## src/core/mcuexe_pkg.sv

```systemverilog
// constants and types of the instruction execution block
package mcuexe_pkg;
  localparam int PC_W  = 11;
  localparam int SP_W  = 3;
  localparam int STK_N = 8;
  // instruction word fields
  localparam int OP_HI  = 15;
  localparam int OP_LO  = 11;
  localparam int BIT_HI = 10;
  localparam int BIT_LO = 8;
  localparam int SUB_HI = 2;
  localparam int PG_LO  = 8;
  // opcodes
  localparam logic [4:0] OP_MISC   = 5'h00;
  localparam logic [4:0] OP_ADD_A  = 5'h01;
  localparam logic [4:0] OP_ADD_M  = 5'h02;
  localparam logic [4:0] OP_ADD_X  = 5'h03;
  localparam logic [4:0] OP_ADC_A  = 5'h04;
  localparam logic [4:0] OP_ADC_M  = 5'h05;
  localparam logic [4:0] OP_AND_A  = 5'h06;
  localparam logic [4:0] OP_AND_M  = 5'h07;
  localparam logic [4:0] OP_AND_X  = 5'h08;
  localparam logic [4:0] OP_CPL    = 5'h09;
  localparam logic [4:0] OP_COMPLEMENT_TO_ACC_OP   = 5'h0a;
  localparam logic [4:0] OP_CLR    = 5'h0b;
  localparam logic [4:0] OP_CLRB   = 5'h0c;
  localparam logic [4:0] OP_SETB   = 5'h0d;
  localparam logic [4:0] OP_SZ     = 5'h0e;
  localparam logic [4:0] OP_SZA    = 5'h0f;
  localparam logic [4:0] OP_SZB    = 5'h10;
  localparam logic [4:0] OP_SNZB   = 5'h11;
  localparam logic [4:0] OP_SIZ    = 5'h12;
  localparam logic [4:0] OP_SDZ    = 5'h13;
  localparam logic [4:0] OP_INC_SKIP_ZERO_ACC_OP   = 5'h14;
  localparam logic [4:0] OP_DEC_SKIP_ZERO_ACC_OP   = 5'h15;
  localparam logic [4:0] OP_JMP    = 5'h16;
  localparam logic [4:0] OP_CALL   = 5'h17;
  localparam logic [4:0] OP_RETX   = 5'h18;
  localparam logic [4:0] OP_TABC   = 5'h19;
  localparam logic [4:0] OP_TABL   = 5'h1a;
  localparam logic [4:0] OP_SWAP   = 5'h1b;
  localparam logic [4:0] OP_NIBBLE_SWAP_TO_ACC_OP  = 5'h1c;
  // sub codes of OP_MISC in the low bits
  localparam logic [2:0] SUB_NOP   = 3'h0;
  localparam logic [2:0] SUB_RET   = 3'h1;
  localparam logic [2:0] SUB_INTERRUPT_RETURN_OP  = 3'h2;
  localparam logic [2:0] SUB_WDT   = 3'h3;
  localparam logic [2:0] SUB_WDT1  = 3'h4;
  localparam logic [2:0] SUB_WDT2  = 3'h5;
  localparam logic [2:0] SUB_HALT  = 3'h6;
  localparam logic [7:0] PCL_ADDR  = 8'h07;
  localparam logic [2:0] LAST_PAGE = 3'h7;
  // register word indices and bit positions
  localparam logic [2:0] RG_CTRL = 3'h0;
  localparam logic [2:0] RG_STAT = 3'h1;
  localparam logic [2:0] RG_ACC  = 3'h2;
  localparam logic [2:0] RG_PC   = 3'h3;
  localparam logic [2:0] RG_TBLP = 3'h4;
  localparam logic [2:0] RG_TABLE_HIGH_LATCH = 3'h5;
  localparam int CT_RUN = 0;
  localparam int CT_WAKE = 1;
  localparam int CT_EMI = 2;
  localparam int ST_C = 0;
  localparam int ST_AC = 1;
  localparam int ST_Z = 2;
  localparam int ST_OV = 3;
  localparam int ST_PDF = 4;
  localparam int ST_TO = 5;
  localparam int ST_EMI = 6;
  localparam int ST_HALT = 7;
  typedef enum logic [3:0] {
    PH_FETCH  = 4'b0001,
    PH_DECODE = 4'b0010,
    PH_READ   = 4'b0100,
    PH_EXEC   = 4'b1000
  } mcuexe_phase_t;
  typedef enum logic [2:0] {
    PAIR_NONE   = 3'b001,
    PAIR_FIRST  = 3'b010,
    PAIR_SECOND = 3'b100
  } mcuexe_pair_t;
endpackage

```

## src/core/mcuexe_core.sv

```systemverilog
// instruction execution core with avalon register slave
//
// Implementation choices: register access over Avalon-MM and the placing of the registers.
`timescale 1ns/1ns
`default_nettype none
module mcuexe_core (
  input  wire logic                        sys_clk,
  input  wire logic                        rst,
  input  wire logic [2:0]                  avs_address,
  input  wire logic                        avs_read,
  input  wire logic                        avs_write,
  input  wire logic [31:0]                 avs_writedata,
  output logic      [31:0]                 avs_readdata,
  output logic                             avs_waitrequest,
  output logic      [mcuexe_pkg::PC_W-1:0] pm_addr,
  input  wire logic [15:0]                 pm_data,
  output logic      [7:0]                  dm_addr,
  input  wire logic [7:0]                  dm_rdata,
  output logic      [7:0]                  dm_wdata,
  output logic                             dm_we,
  input  wire logic                        wdt_timeout,
  output logic                             wdt_clear
);
  import mcuexe_pkg::*;

  mcuexe_phase_t   ph_q;
  mcuexe_pair_t    pair_q;
  logic            dummy_q, run_q, halt_q, emi_q;
  logic            c_q, ac_q, z_q, ov_q, pdf_q, to_q;
  logic [15:0]     ir_q, tab_q;
  logic [7:0]      op_q, acc_q, tblp_q, table_high_latch_q;
  logic [PC_W-1:0] pc_q, pm_addr_q;
  logic [PC_W-1:0] stk_q [0:STK_N-1];
  logic [SP_W-1:0] sp_q, sp_top;
  logic [7:0]      dm_addr_q, dm_wdata_q;
  logic            dm_we_q, wdt_clear_q, wait_q;
  logic [31:0]     rdata_q, rd_mux;

  logic            running, exec, tab_exec, tab_pend, bus_wr;
  logic [4:0]      opc;
  logic [2:0]      sub;
  logic [7:0]      imm, mask, res;
  logic [10:0]     sum;
  logic            wr_mem, wr_acc, upd_arith, upd_z, skip, jump, ret, two, pcl_wr;
  logic            is_interrupt_return_op, is_call, is_wdt, is_wdt1, is_wdt2, is_halt, wd_clr;

  // result {ov, ac, c, sum}
  function automatic logic [10:0] alu_add(input logic [7:0] a, input logic [7:0] b,
                                          input logic ci);
    logic [8:0] s;
    logic [4:0] l;
    s = {1'b0, a} + {1'b0, b} + {8'h00, ci};
    l = {1'b0, a[3:0]} + {1'b0, b[3:0]} + {4'h0, ci};
    return {(a[7] == b[7]) && (s[7] != a[7]), l[4], s[8], s[7:0]};
  endfunction

  function automatic logic is_op(input logic [4:0] o, input logic [4:0] a,
                                 input logic [4:0] b);
    return (o == a) || (o == b);
  endfunction

  assign running  = run_q & ~halt_q;
  assign exec     = running && ph_q == PH_EXEC && !dummy_q;
  assign tab_pend = dummy_q && is_op(ir_q[OP_HI:OP_LO], OP_TABC, OP_TABL);
  assign tab_exec = running && ph_q == PH_EXEC && tab_pend;
  assign bus_wr   = avs_write & ~wait_q;
  assign sp_top   = sp_q - 3'h1;

  always_comb begin
    opc       = ir_q[OP_HI:OP_LO];
    sub       = ir_q[SUB_HI:0];
    imm       = ir_q[7:0];
    mask      = 8'h01 << ir_q[BIT_HI:BIT_LO];
    sum       = alu_add(acc_q, (opc == OP_ADD_X) ? imm : op_q,
                        is_op(opc, OP_ADC_A, OP_ADC_M) & c_q);
    res       = op_q;
    wr_mem    = 1'b0;
    wr_acc    = 1'b0;
    upd_arith = 1'b0;
    upd_z     = 1'b0;
    skip      = 1'b0;
    jump      = 1'b0;
    ret       = 1'b0;
    two       = 1'b0;
    case (opc)
      OP_ADD_A, OP_ADD_X, OP_ADC_A: begin
        res = sum[7:0]; wr_acc = 1'b1; upd_arith = 1'b1;
      end
      OP_ADD_M, OP_ADC_M: begin
        res = sum[7:0]; wr_mem = 1'b1; upd_arith = 1'b1;
      end
      OP_AND_A: begin res = acc_q & op_q; wr_acc = 1'b1; upd_z = 1'b1; end
      OP_AND_X: begin res = acc_q & imm; wr_acc = 1'b1; upd_z = 1'b1; end
      OP_AND_M: begin res = acc_q & op_q; wr_mem = 1'b1; upd_z = 1'b1; end
      OP_CPL:   begin res = ~op_q; wr_mem = 1'b1; upd_z = 1'b1; end
      OP_COMPLEMENT_TO_ACC_OP:  begin res = ~op_q; wr_acc = 1'b1; upd_z = 1'b1; end
      OP_CLR:   begin res = 8'h00; wr_mem = 1'b1; end
      OP_CLRB:  begin res = op_q & ~mask; wr_mem = 1'b1; end
      OP_SETB:  begin res = op_q | mask; wr_mem = 1'b1; end
      OP_SZ:    skip = (op_q == 8'h00);
      OP_SZA:   begin wr_acc = 1'b1; skip = (op_q == 8'h00); end
      OP_SZB:   skip = ~|(op_q & mask);
      OP_SNZB:  skip = |(op_q & mask);
      OP_SIZ, OP_INC_SKIP_ZERO_ACC_OP: begin
        res = op_q + 8'h01; skip = (res == 8'h00);
        wr_mem = (opc == OP_SIZ); wr_acc = (opc == OP_INC_SKIP_ZERO_ACC_OP);
      end
      OP_SDZ, OP_DEC_SKIP_ZERO_ACC_OP: begin
        res = op_q - 8'h01; skip = (res == 8'h00);
        wr_mem = (opc == OP_SDZ); wr_acc = (opc == OP_DEC_SKIP_ZERO_ACC_OP);
      end
      OP_SWAP:  begin res = {op_q[3:0], op_q[7:4]}; wr_mem = 1'b1; end
      OP_NIBBLE_SWAP_TO_ACC_OP: begin res = {op_q[3:0], op_q[7:4]}; wr_acc = 1'b1; end
      OP_JMP, OP_CALL: begin jump = 1'b1; two = 1'b1; end
      OP_RETX:  begin res = imm; wr_acc = 1'b1; ret = 1'b1; two = 1'b1; end
      OP_TABC, OP_TABL: two = 1'b1;
      OP_MISC:  begin
        ret = (sub == SUB_RET) || (sub == SUB_INTERRUPT_RETURN_OP);
        two = ret;
      end
      default: ;
    endcase
    pcl_wr  = wr_mem && dm_addr_q == PCL_ADDR;
    two     = two | skip | pcl_wr;
    is_call = opc == OP_CALL;
    is_interrupt_return_op = opc == OP_MISC && sub == SUB_INTERRUPT_RETURN_OP;
    is_wdt  = opc == OP_MISC && sub == SUB_WDT;
    is_wdt1 = opc == OP_MISC && sub == SUB_WDT1;
    is_wdt2 = opc == OP_MISC && sub == SUB_WDT2;
    is_halt = opc == OP_MISC && sub == SUB_HALT;
    wd_clr  = exec && (is_wdt || (is_wdt1 && pair_q == PAIR_SECOND) ||
                       (is_wdt2 && pair_q == PAIR_FIRST));
  end

  // four clocks make one instruction cycle; exec is the one-cycle enable
  always_ff @(posedge sys_clk) begin
    if (rst) begin
      ph_q <= PH_FETCH;
    end else if (running) begin
      case (ph_q)
        PH_FETCH:  ph_q <= PH_DECODE;
        PH_DECODE: ph_q <= PH_READ;
        PH_READ:   ph_q <= PH_EXEC;
        default:   ph_q <= PH_FETCH;
      endcase
    end
  end

  // the dummy cycle refills the fetch after a change of flow
  always_ff @(posedge sys_clk) begin
    if (rst) begin
      dummy_q <= 1'b0;
    end else if (running && ph_q == PH_EXEC) begin
      dummy_q <= exec & two;
    end
  end

  always_ff @(posedge sys_clk) begin
    if (rst) begin
      pm_addr_q <= '0;
      ir_q      <= 16'h0000;
      tab_q     <= 16'h0000;
      dm_addr_q <= 8'h00;
      op_q      <= 8'h00;
    end else if (running) begin
      if (ph_q == PH_FETCH) begin
        pm_addr_q <= !tab_pend ? pc_q :
                     {(ir_q[OP_HI:OP_LO] == OP_TABL) ? LAST_PAGE : pc_q[PC_W-1:PG_LO],
                      tblp_q};
      end
      if (ph_q == PH_DECODE && !dummy_q) begin
        ir_q      <= pm_data;
        dm_addr_q <= pm_data[7:0];
      end
      if (ph_q == PH_DECODE && tab_pend) begin
        tab_q <= pm_data;
      end
      if (ph_q == PH_READ) begin
        op_q <= (dm_addr_q == PCL_ADDR) ? pc_q[7:0] : dm_rdata;
      end
    end
  end

  always_ff @(posedge sys_clk) begin
    if (rst) begin
      pc_q <= '0;
      sp_q <= '0;
    end else if (exec) begin
      if (jump) begin
        pc_q <= ir_q[PC_W-1:0];
      end else if (ret) begin
        pc_q <= stk_q[sp_top];
      end else if (pcl_wr) begin
        pc_q <= {pc_q[PC_W-1:PG_LO], res};
      end else if (skip) begin
        pc_q <= pc_q + 11'h002;
      end else begin
        pc_q <= pc_q + 11'h001;
      end
      if (is_call) begin
        sp_q <= sp_q + 3'h1;
      end else if (ret) begin
        sp_q <= sp_top;
      end
    end
  end

  // stack wraps silently on overflow, as a fixed-depth ring
  always_ff @(posedge sys_clk) begin
    if (exec && is_call) begin
      stk_q[sp_q] <= pc_q + 11'h001;
    end
  end

  always_ff @(posedge sys_clk) begin
    if (rst) begin
      acc_q <= 8'h00;
    end else if (exec && wr_acc) begin
      acc_q <= res;
    end else if (bus_wr && avs_address == RG_ACC) begin
      acc_q <= avs_writedata[7:0];
    end
  end

  always_ff @(posedge sys_clk) begin
    if (rst) begin
      {ov_q, ac_q, c_q, z_q} <= 4'h0;
    end else if (exec && upd_arith) begin
      {ov_q, ac_q, c_q} <= sum[10:8];
      z_q               <= (res == 8'h00);
    end else if (exec && upd_z) begin
      z_q <= (res == 8'h00);
    end
  end

  always_ff @(posedge sys_clk) begin
    if (rst) begin
      dm_we_q    <= 1'b0;
      dm_wdata_q <= 8'h00;
      table_high_latch_q     <= 8'h00;
    end else begin
      dm_we_q <= (exec && wr_mem && !pcl_wr) || tab_exec;
      if (tab_exec) begin
        dm_wdata_q <= tab_q[7:0];
        table_high_latch_q     <= tab_q[15:8];
      end else if (exec) begin
        dm_wdata_q <= res;
      end
    end
  end

  // a lone repeated half never completes the pair
  always_ff @(posedge sys_clk) begin
    if (rst) begin
      pair_q <= PAIR_NONE;
    end else if (exec) begin
      if (is_wdt1 && pair_q != PAIR_SECOND) begin
        pair_q <= PAIR_FIRST;
      end else if (is_wdt2 && pair_q != PAIR_FIRST) begin
        pair_q <= PAIR_SECOND;
      end else begin
        pair_q <= PAIR_NONE;
      end
    end
  end

  // a timeout arriving with a clear still sets the flag
  always_ff @(posedge sys_clk) begin
    if (rst) begin
      to_q        <= 1'b0;
      pdf_q       <= 1'b0;
      halt_q      <= 1'b0;
      wdt_clear_q <= 1'b0;
    end else begin
      wdt_clear_q <= wd_clr | (exec & is_halt);
      to_q        <= wdt_timeout | (to_q & ~wd_clr & ~(exec & is_halt));
      pdf_q       <= (exec & is_halt) | (pdf_q & ~wd_clr);
      halt_q      <= (exec & is_halt) |
                     (halt_q & ~(bus_wr && avs_address == RG_CTRL &&
                                 avs_writedata[CT_WAKE]));
    end
  end

  always_ff @(posedge sys_clk) begin
    if (rst) begin
      run_q  <= 1'b0;
      emi_q  <= 1'b0;
      tblp_q <= 8'h00;
    end else begin
      if (exec && is_interrupt_return_op) begin
        emi_q <= 1'b1;
      end else if (bus_wr && avs_address == RG_CTRL) begin
        emi_q <= avs_writedata[CT_EMI];
      end
      if (bus_wr && avs_address == RG_CTRL) begin
        run_q <= avs_writedata[CT_RUN];
      end
      if (bus_wr && avs_address == RG_TBLP) begin
        tblp_q <= avs_writedata[7:0];
      end
    end
  end

  always_comb begin
    rd_mux = 32'h0000_0000;
    case (avs_address)
      RG_CTRL: begin
        rd_mux[CT_RUN] = run_q;
        rd_mux[CT_EMI] = emi_q;
      end
      RG_STAT: begin
        rd_mux[ST_C]    = c_q;
        rd_mux[ST_AC]   = ac_q;
        rd_mux[ST_Z]    = z_q;
        rd_mux[ST_OV]   = ov_q;
        rd_mux[ST_PDF]  = pdf_q;
        rd_mux[ST_TO]   = to_q;
        rd_mux[ST_EMI]  = emi_q;
        rd_mux[ST_HALT] = halt_q;
      end
      RG_ACC:  rd_mux[7:0] = acc_q;
      RG_PC:   rd_mux[PC_W-1:0] = pc_q;
      RG_TBLP: rd_mux[7:0] = tblp_q;
      RG_TABLE_HIGH_LATCH: rd_mux[7:0] = table_high_latch_q;
      default: ;
    endcase
  end

  // one wait state per access keeps read data registered
  always_ff @(posedge sys_clk) begin
    if (rst) begin
      wait_q  <= 1'b1;
      rdata_q <= 32'h0000_0000;
    end else begin
      wait_q <= ~((avs_read | avs_write) & wait_q);
      if (avs_read && wait_q) begin
        rdata_q <= rd_mux;
      end
    end
  end

  assign avs_readdata    = rdata_q;
  assign avs_waitrequest = wait_q;
  assign pm_addr         = pm_addr_q;
  assign dm_addr         = dm_addr_q;
  assign dm_wdata        = dm_wdata_q;
  assign dm_we           = dm_we_q;
  assign wdt_clear       = wdt_clear_q;

  a_skip_two: assert property (@(posedge sys_clk) disable iff (rst)
    exec && skip && !pcl_wr |=> dummy_q && pc_q == $past(pc_q) + 11'h002)
    else $error("skip did not take two cycles");
  a_noskip_one: assert property (@(posedge sys_clk) disable iff (rst)
    exec && !two |=> !dummy_q)
    else $error("plain instruction took an extra cycle");
  a_pcl_two: assert property (@(posedge sys_clk) disable iff (rst)
    exec && pcl_wr |=> dummy_q && !dm_we_q && pc_q[7:0] == $past(res))
    else $error("pc low write not two cycles");
  a_pair_half: assert property (@(posedge sys_clk) disable iff (rst)
    exec && is_wdt1 && pair_q != PAIR_SECOND && !wdt_timeout
    |=> to_q == $past(to_q) && pdf_q == $past(pdf_q) && !wdt_clear_q)
    else $error("lone watchdog half had an effect");
  a_pair_done: assert property (@(posedge sys_clk) disable iff (rst)
    exec && is_wdt2 && pair_q == PAIR_FIRST && !wdt_timeout
    |=> !to_q && !pdf_q && wdt_clear_q)
    else $error("completed pair did not clear flags");
  a_single_clr: assert property (@(posedge sys_clk) disable iff (rst)
    exec && is_wdt && !wdt_timeout |=> !to_q && !pdf_q && wdt_clear_q ##1 !wdt_clear_q)
    else $error("single watchdog clear failed");
  a_arith_flags: assert property (@(posedge sys_clk) disable iff (rst)
    exec && upd_arith |=> c_q == $past(sum[8]) && ov_q == $past(sum[10])
                          && z_q == ($past(res) == 8'h00))
    else $error("add flags wrong");
  a_and_zero: assert property (@(posedge sys_clk) disable iff (rst)
    exec && opc == OP_AND_X |=> acc_q == ($past(acc_q) & $past(imm))
                                && c_q == $past(c_q) && z_q == (acc_q == 8'h00))
    else $error("and result or flags wrong");
  a_call_push: assert property (@(posedge sys_clk) disable iff (rst)
    exec && is_call |=> sp_q == $past(sp_q) + 3'h1 && dummy_q
                        && stk_q[$past(sp_q)] == $past(pc_q) + 11'h001)
    else $error("call push wrong");
  a_halt_stop: assert property (@(posedge sys_clk) disable iff (rst)
    exec && is_halt && !wdt_timeout |=> halt_q && pdf_q && !to_q && wdt_clear_q
                                        ##1 ph_q == PH_FETCH)
    else $error("power-down entry wrong");
  a_interrupt_return_op_emi: assert property (@(posedge sys_clk) disable iff (rst)
    exec && is_interrupt_return_op |=> emi_q && sp_q == $past(sp_top))
    else $error("interrupt return wrong");
endmodule
`default_nettype wire

```

## config.mk

```make
export PLATFORM = sky130hd
export DESIGN_NAME = mcuexe_core
export DESIGN_NICKNAME = d
export VERILOG_FILES = /design/src/core/mcuexe_pkg.sv /design/src/core/mcuexe_core.sv
export SDC_FILE = /design/constraint.sdc
export NUM_CORES = 1
export LEC_CHECK = 0
export ABC_AREA = 1
export BUFFER_PORTS_ARGS = -buffer_cell sky130_fd_sc_hd__buf_2
export CAP_MARGIN = 0
export CORE_MARGIN = 4
export CORE_UTILIZATION = 31
export CTS_CLUSTER_DIAMETER = 50
export DETAILED_ROUTE_END_ITERATION = 8
export PLACE_DENSITY = 0.52
export SKIP_CTS_REPAIR_TIMING = 1
export SYNTH_ARGS = -nofsm -noshare
export SYNTH_HDL_FRONTEND = slang
export SYNTH_SLANG_ARGS = --single-unit
```

## constraint.sdc

```tcl
create_clock -name sys_clk -period 2.8 [get_ports sys_clk]
set_input_delay 0.56 -clock sys_clk [delete_from_list [all_inputs] [get_ports sys_clk]]
set_output_delay 0.56 -clock sys_clk [all_outputs]
set_load 0.01 [all_outputs]
```

Word level (Yosys, flattened, before mapping)
Memory sizes are Yosys's and may differ from the RTL's.
Cells that the tools add are included.
Word-level totals
  memories: 1
  flip-flop bits (word level): 136
  output and inout port bits: 62
  RAM bits: 88
Cells by class
  $add $sub $neg: 10
  equality and inequality tests: 51
  bitwise gates (word level): 30
  shift-type cells: 1
  reductions and logical operators: 69
  multiplexer cells: 37
Memory list
  stk_q: depth 8, width 11, rd ports 1, clocked after memory_dff 0, write ports 1, RTL line mcuexe_core.sv:33  | logic [PC_W-1:0] stk_q [0:STK_N-1];
Operators by type and width (number)
  $pmux 8 s11: 1
  $eq 5x5->1 const B: 13
  $mux 11: 5
  $mux 8: 6
  $eq 5x4->1 const B: 8
  $and 8x8->8: 4
  $logic_not 8->1: 4
  $logic_and 1x1->1: 30
  $pmux 5 s5: 1
  $eq 5x3->1 const B: 4
  $eq 3x3->1 const B: 6
  $mux 3: 6
  $not 8->8: 2
  $reduce_or 8->1: 2
  $eq 3x2->1 const B: 5
  $reduce_or 5->1: 3
  $reduce_or 2->1: 7
  $pmux 1 s6: 2
  $pmux 4 s3: 1
  $reduce_and 2->1: 6
  $add 11x1->11 const B: 1
  $add 11x2->11 const B: 1
  $and 1x1->1: 10
  $eq 5x2->1 const B: 2
  other kinds (33): 68

Longest topological paths before layout
  depth in word-level cells: 10
  depth in mapped cells: 23

Least setup slack after synthesis
Ideal clock, no wire load.
  kind: register to register
  from: register ir_q[11]
  to: register z_q
  required time: 2730 ps
  stages on the path, launching flop included: 22
  path buffers: 2
  library setup time: 70 ps
  path slack: -150 ps
  arrival time: 2880 ps
  cell sequence: dfxtp_1 -> buf_2 -> nand2_1 -> nor2_1 -> nand2_2 -> clkbuf_1 -> nand2_1 -> o21ai_0 -> fa_1 -> inv_1 -> fa_1 -> inv_1 -> nand3_1 -> nand2_1 -> or2_2 -> nand3_1 -> nand3b_1 -> o21ai_1 -> nand2_1 -> nor2_1 -> nand3_1 -> a21oi_1
On the way
  cells in the longest elaborated chain, start to end: 8
RTL lines
  start: declaration: RTL line mcuexe_core.sv:30  | logic [15:0] ir_q, tab_q;
  start signal: assignment: RTL line mcuexe_core.sv:172  | ir_q <= pm_data;
  $eq 5x2->1 or $eq 5x3->1 (tied branches): RTL line mcuexe_core.sv:74, mcuexe_core.sv:85, mcuexe_core.sv:59
  $mux 8 or $logic_or 1x1->1 (tied branches): RTL line mcuexe_core.sv:74, mcuexe_core.sv:59
  $add 8x8->9 or $and 1x1->1 (tied branches): RTL line mcuexe_core.sv:52, mcuexe_core.sv:75
  $add 9x1->9: RTL line mcuexe_core.sv:52  | s = {1'b0, a} + {1'b0, b} + {8'h00, ci};
  $pmux 8 s11: RTL line mcuexe_core.sv:85  | case (opc)
  $logic_not 8->1: RTL line mcuexe_core.sv:230, mcuexe_core.sv:232
  $mux 1: RTL line mcuexe_core.sv:231  | end else if (exec && upd_z) begin
  $mux 1: RTL line mcuexe_core.sv:228  | end else if (exec && upd_arith) begin
  end signal: assignment: RTL line mcuexe_core.sv:230  | z_q <= (res == 8'h00);
  end signal: assignment: RTL line mcuexe_core.sv:232  | z_q <= (res == 8'h00);
  end: declaration: RTL line mcuexe_core.sv:29  | logic c_q, ac_q, z_q, ov_q, pdf_q, to_q;
Several ways; a longest one is shown, not always the timed one. The select of a mux whose other input is x is not followed.
A chain may end at the register's enable or synchronous reset.

Worst setup path after layout
  from: register ir_q[11]
  to: register pc_q[7]
On the way
  cells in the longest elaborated chain, start to end: 8
RTL lines
  $eq 5x2->1 or $eq 5x3->1 (tied branches): RTL line mcuexe_core.sv:74, mcuexe_core.sv:85, mcuexe_core.sv:59
  $mux 8 or $logic_or 1x1->1 (tied branches): RTL line mcuexe_core.sv:74, mcuexe_core.sv:59
  $add 8x8->9 or $and 1x1->1 (tied branches): RTL line mcuexe_core.sv:52, mcuexe_core.sv:75
  $add 9x1->9: RTL line mcuexe_core.sv:52
  $pmux 8 s11: RTL line mcuexe_core.sv:85
  $mux 11: RTL line mcuexe_core.sv:193  | end else if (pcl_wr) begin
  $mux 11: RTL line mcuexe_core.sv:191  | end else if (ret) begin
  $mux 11 *: RTL line mcuexe_core.sv:189  | if (jump) begin
  end signal: assignment: RTL line mcuexe_core.sv:190  | pc_q <= ir_q[PC_W-1:0];
  end signal: assignment: RTL line mcuexe_core.sv:192  | pc_q <= stk_q[sp_top];
  end signal: assignment: RTL line mcuexe_core.sv:194  | pc_q <= {pc_q[PC_W-1:PG_LO], res};
  end: declaration: RTL line mcuexe_core.sv:32  | logic [PC_W-1:0] pc_q, pm_addr_q;
Mark *: on every way between the ends. The rest lies on a longest branch, timed or not. The select of a mux whose other input is x is not followed.

==> flow_summary.html <==
<table>
<tr><th>Metric</th><th>Value</th></tr>
<tr><th colspan="2">Run status</th></tr>
<tr><td>Run status</td><td>finished, final reports clean</td></tr>
<tr><th colspan="2">Synthesis</th></tr>
<tr><td>Post-synth EDFFs</td><td>88</td></tr>
<tr><td>Cell area after technology mapping</td><td>11,800 um2</td></tr>
<tr><td>Yosys top cell area share</td><td>0.223</td></tr>
<tr><td>Post-synthesis area per instance</td><td>roughly 7.5 um2</td></tr>
<tr><td>Async SR Flop Fraction</td><td>0</td></tr>
<tr><td>Synthesized flop and latch total</td><td>roughly 220</td></tr>
<tr><td>Flip-flop cell with the highest count after synthesis</td><td>dfxtp_1</td></tr>
<tr><td>Number of different library cells in the post-synthesis netlist</td><td>50</td></tr>
<tr><td>Yosys synthesis warning count</td><td>0</td></tr>
<tr><td>Portion of the post-synthesis area used by sequential elements</td><td>0.440</td></tr>
<tr><td>Cells after Synth</td><td>1,578</td></tr>
<tr><td>Post-synth top area cell</td><td>edfxtp_1</td></tr>
<tr><td>Cells taking the most area after synthesis</td><td>edfxtp_1, dfxtp_1, nand2_1</td></tr>
<tr><th colspan="2">Drt</th></tr>
<tr><td>Detailed-routed wire length on met2</td><td>about 18,000 um</td></tr>
<tr><td>Residual DRC count</td><td>0</td></tr>
<tr><td>Wire length after detailed routing</td><td>41,700 um</td></tr>
<tr><td>Residual antenna-violating net count after detailed routing</td><td>0</td></tr>
<tr><td>Top layer in use</td><td>met4</td></tr>
<tr><td>Vias/cell</td><td>~5</td></tr>
<tr><td>Detailed-router iteration count before antenna repair</td><td>5</td></tr>
<tr><td>Drt first-iter violations</td><td>approximately 1,000</td></tr>
<tr><td>Routed metal-1 wirelength</td><td>roughly 19,000 um</td></tr>
<tr><td>Metal3 WL</td><td>approximately 3200 um</td></tr>
<tr><td>Routed length per instance</td><td>around 18 um</td></tr>
<tr><td>Number of vias in the routed layout</td><td>about 11k</td></tr>
<tr><th colspan="2">Placement</th></tr>
<tr><td>Buffers added on ports</td><td>80</td></tr>
<tr><td>Dpl ws</td><td>-0.0549 ns</td></tr>
<tr><td>Number of cells in the design after placement</td><td>approximately 2.2k</td></tr>
<tr><td>Half-perimeter wire length after detailed placement</td><td>between 30,000 and 40,000 um</td></tr>
<tr><td>Gpl congestion</td><td>0.932</td></tr>
<tr><th colspan="2">Worst setup path</th></tr>
<tr><td>Kind of launch point of the worst setup path</td><td>register</td></tr>
<tr><td>Crit path required time</td><td>roughly 3.2 ns</td></tr>
<tr><td>Worst setup EP type</td><td>register</td></tr>
<tr><td>Classification of the worst setup path</td><td>register to register</td></tr>
<tr><td>Data arrival time of the worst path</td><td>3.13 ns</td></tr>
<tr><td>Highest net fanout along the worst path</td><td>8</td></tr>
<tr><th colspan="2">STA</th></tr>
<tr><td>Total count of max-transition violations in the final report</td><td>0</td></tr>
<tr><td>Clock Skew</td><td>0.0139 ns</td></tr>
<tr><td>Count of endpoints failing setup in the final report</td><td>0</td></tr>
<tr><td>Final hold vios</td><td>0</td></tr>
<tr><td>Unrepaired setup endpoints after global routing</td><td>yes</td></tr>
<tr><td>Worst Max-Slew Pin Slew</td><td>0.870 ns</td></tr>
<tr><td>Final Cycle Share</td><td>0.982</td></tr>
<tr><td>Min Tclk post-route</td><td>2.75 ns</td></tr>
<tr><td>Hold Slack</td><td>0.239 ns</td></tr>
<tr><td>Slew margin rel.</td><td>0.414</td></tr>
<tr><td>Worst-case setup margin in the final layout</td><td>between 0.04 and 0.05 ns</td></tr>
<tr><td>Highest clock rate</td><td>approximately 360 MHz</td></tr>
<tr><th colspan="2">Power</th></tr>
<tr><td>Proportion of total power due to net switching</td><td>0.217</td></tr>
<tr><td>Relative contribution of combinational cells to total power</td><td>0.026</td></tr>
<tr><td>Part of the power in the clock network</td><td>0.505</td></tr>
<tr><td>Power per cell area</td><td>around 480 nW/um2</td></tr>
<tr><td>Worst supply voltage drop on vdd</td><td>between 400 and 500 uV</td></tr>
<tr><td>Int Pwr</td><td>5460 uW</td></tr>
<tr><td>Total chip power</td><td>about 7000 uW</td></tr>
<tr><td>Register share of total power</td><td>0.469</td></tr>
<tr><td>Net Sw Power</td><td>approximately 1500 uW</td></tr>
<tr><td>Leakage power of the design</td><td>approximately 0.006 uW</td></tr>
<tr><th colspan="2">Clock tree</th></tr>
<tr><td>Clock Tree Root</td><td>clkbuf_16</td></tr>
<tr><td>Number of H-tree levels</td><td>1</td></tr>
<tr><td>Clock insertion delay at the later pin of the skew report</td><td>around 0.53 ns</td></tr>
<tr><td>CTS clk-pin slew, worst paths</td><td>about 0.050 ns</td></tr>
<tr><td>Maximum buffer depth of the clock tree</td><td>3</td></tr>
<tr><td>TritonCTS clock tree</td><td>done</td></tr>
<tr><td>Clk sinks</td><td>216</td></tr>
<tr><td>TritonCTS buffer count</td><td>27</td></tr>
<tr><th colspan="2">Global routing</th></tr>
<tr><td>Pin count of the biggest net entering global routing</td><td>54</td></tr>
<tr><td>All-layer global routing usage</td><td>0.191</td></tr>
<tr><td>Remaining global-route overflow</td><td>0</td></tr>
<tr><td>First-pass GRT wire length</td><td>slightly above 60,000 um</td></tr>
<tr><td>Antenna violations before repair</td><td>0</td></tr>
<tr><td>Via count of the first global-routing pass</td><td>around 10k</td></tr>
<tr><th colspan="2">Die</th></tr>
<tr><td>I/O pin count</td><td>~130</td></tr>
<tr><td>Core box area</td><td>37,700 um2</td></tr>
<tr><td>Area of the die</td><td>approximately 41,000 um2</td></tr>
<tr><td>Initial standard-cell utilization of the core</td><td>0.314</td></tr>
<tr><td>Std cell rows</td><td>slightly above 70</td></tr>
<tr><td>Die X</td><td>a little over 200 um</td></tr>
<tr><td>Chip height</td><td>approximately 200 um</td></tr>
<tr><th colspan="2">Final layout</th></tr>
<tr><td>Final Non-Filler Cells</td><td>2,254</td></tr>
<tr><td>Leading cell type in the layout, fill and taps excluded</td><td>nand2_1</td></tr>
<tr><td>Share of final-layout standard cells stronger than drive strength 1</td><td>0.190</td></tr>
<tr><td>Highest-count cells in the layout ignoring fill and taps</td><td>nand2_1, o21ai_0, inv_1</td></tr>
<tr><td>Final-stage net count</td><td>approximately 1.8k</td></tr>
<tr><td>Area added between synthesis and finish</td><td>22.1%</td></tr>
<tr><td>Fillers</td><td>3,990</td></tr>
<tr><td>Number of diodes</td><td>0</td></tr>
<tr><th colspan="2">Flow run</th></tr>
<tr><td>Number of maximum-capacitance constraint violations</td><td>0</td></tr>
<tr><th colspan="2">Min path</th></tr>
<tr><td>Hold/Removal Path Class</td><td>input port to register</td></tr>
</table>
## metrics by stage
stage	cell area [um2]	setup TNS [ns]	util
2_1_floorplan	11900	0	-
3_3_place_gp	13300	-0.00556	0.353
3_5_place_dp	13300	-0.159	0.353
4_1_cts	14200	-0.233	0.377
5_1_grt	14500	-0.265	0.384
6_report	14500	0	0.384
## layout make-up
cell class / instances / area, um2 / share of cell area
clock buffer: 33 / 728 / 0.0503
clock inverter: 15 / 176 / 0.0122
inverter: 173 / 656 / 0.0453
multi-input combinational: 1106 / 5700 / 0.394
sequential: 216 / 5210 / 0.360
tap: 511 / 639 / 0.0442
timing repair buffer: 200 / 1360 / 0.0937
## cells by family (layout without fill, tap and decap cells)
kind of cell	after synthesis	count (layout)	synth area share
simple gates	648	648	0.237
flops	216	216	0.440
xor+xnor	17	17	0.0126
buf+inv	276	421	0.101
other cells	1	21	0.000317
compound gates	402	402	0.189
fa+ha+maj	18	18	0.0203
## state kept, by name (all words and copies together) (netlist names), 3 cells and up
| signal | cells |
|---|---|
| acc_q | 8 |
| pm_addr | 11 |
| sp_q | 3 |
| table_high_latch_q | 8 |
| tblp_q | 8 |
| ir_q | 16 |
| op_q | 8 |
| ph_q | 4 |
| pc_q | 11 |
| tab_q | 16 |
| avs_readdata | 11 |
| pair_q | 3 |
| stk_q | 88 |
| dm_wdata | 8 |
## per-layer routing
metal  track usage  vias to the layer above
met5             0                        -
met4        0.0434                        0
met3        0.0339                       50
met2         0.296                      406
met1         0.281                     5345
li1              -                     5595
## power groups by stage
stage	sequential [uW]	clock, uW	combinational (uW)
6_report	3270	3520	184
5_1_grt	3270	3710	202
4_1_cts	3270	3590	180
3_5_place_dp	3340	0	179
3_3_place_gp	3340	0	179
2_1_floorplan	3340	0	110
## Yosys cell counts, types with 3 or more instances
master     instances
buf_1              3
ha_1              16
o211ai_1          25
nand2_1          322
nor2_4             5
o21ai_1            7
nand3_2            3
or2_2              3
inv_2              9
nor4_1             3
nand3_1           95
buf_4             35
edfxtp_1          88
a21oi_1          122
o2111ai_1          3
nor2_1           142
clkbuf_1          49
nor3_1            27
a211oi_1           3
nand4_1           25
o22ai_1           10
inv_1            160
a31oi_1           18
xor2_1            15
o221ai_1          12
a22oi_1            5
nor2_2             7
o21a_1             4
o21bai_1           3
dfxtp_1          128
nand2_2           10
o21ai_0          182
clkinv_1           4
buf_2             14
## path summary, 6_finish.rpt
path             from  cells past startpoint         endpoint  slack, ns
max          ir_q[11]                     20          pc_q[7]       0.05
min          avs_read                      2  avs_waitrequest       0.24
max reg2reg  ir_q[11]                     20          pc_q[7]       0.05
min reg2reg  tab_q[6]                      2         tab_q[6]       0.44
## critical path, cell delays in order (launching register included)
cell	delay, ns
dfxtp_2	0.35
nand2_4	0.06
nor2_4	0.11
nand2_4	0.12
buf_4	0.17
nand2_1	0.05
o21ai_0	0.09
ha_2	0.40
nand3_1	0.10
nand2_2	0.13
nand2_1	0.08
nand2_1	0.08
nand2_1	0.06
nand3_1	0.10
nand2_1	0.07
inv_2	0.05
o211ai_1	0.23
nand2_1	0.16
nand3_1	0.08
nand2_1	0.07
a21oi_1	0.06
Note: power is estimated with default switching activity, not from simulation.
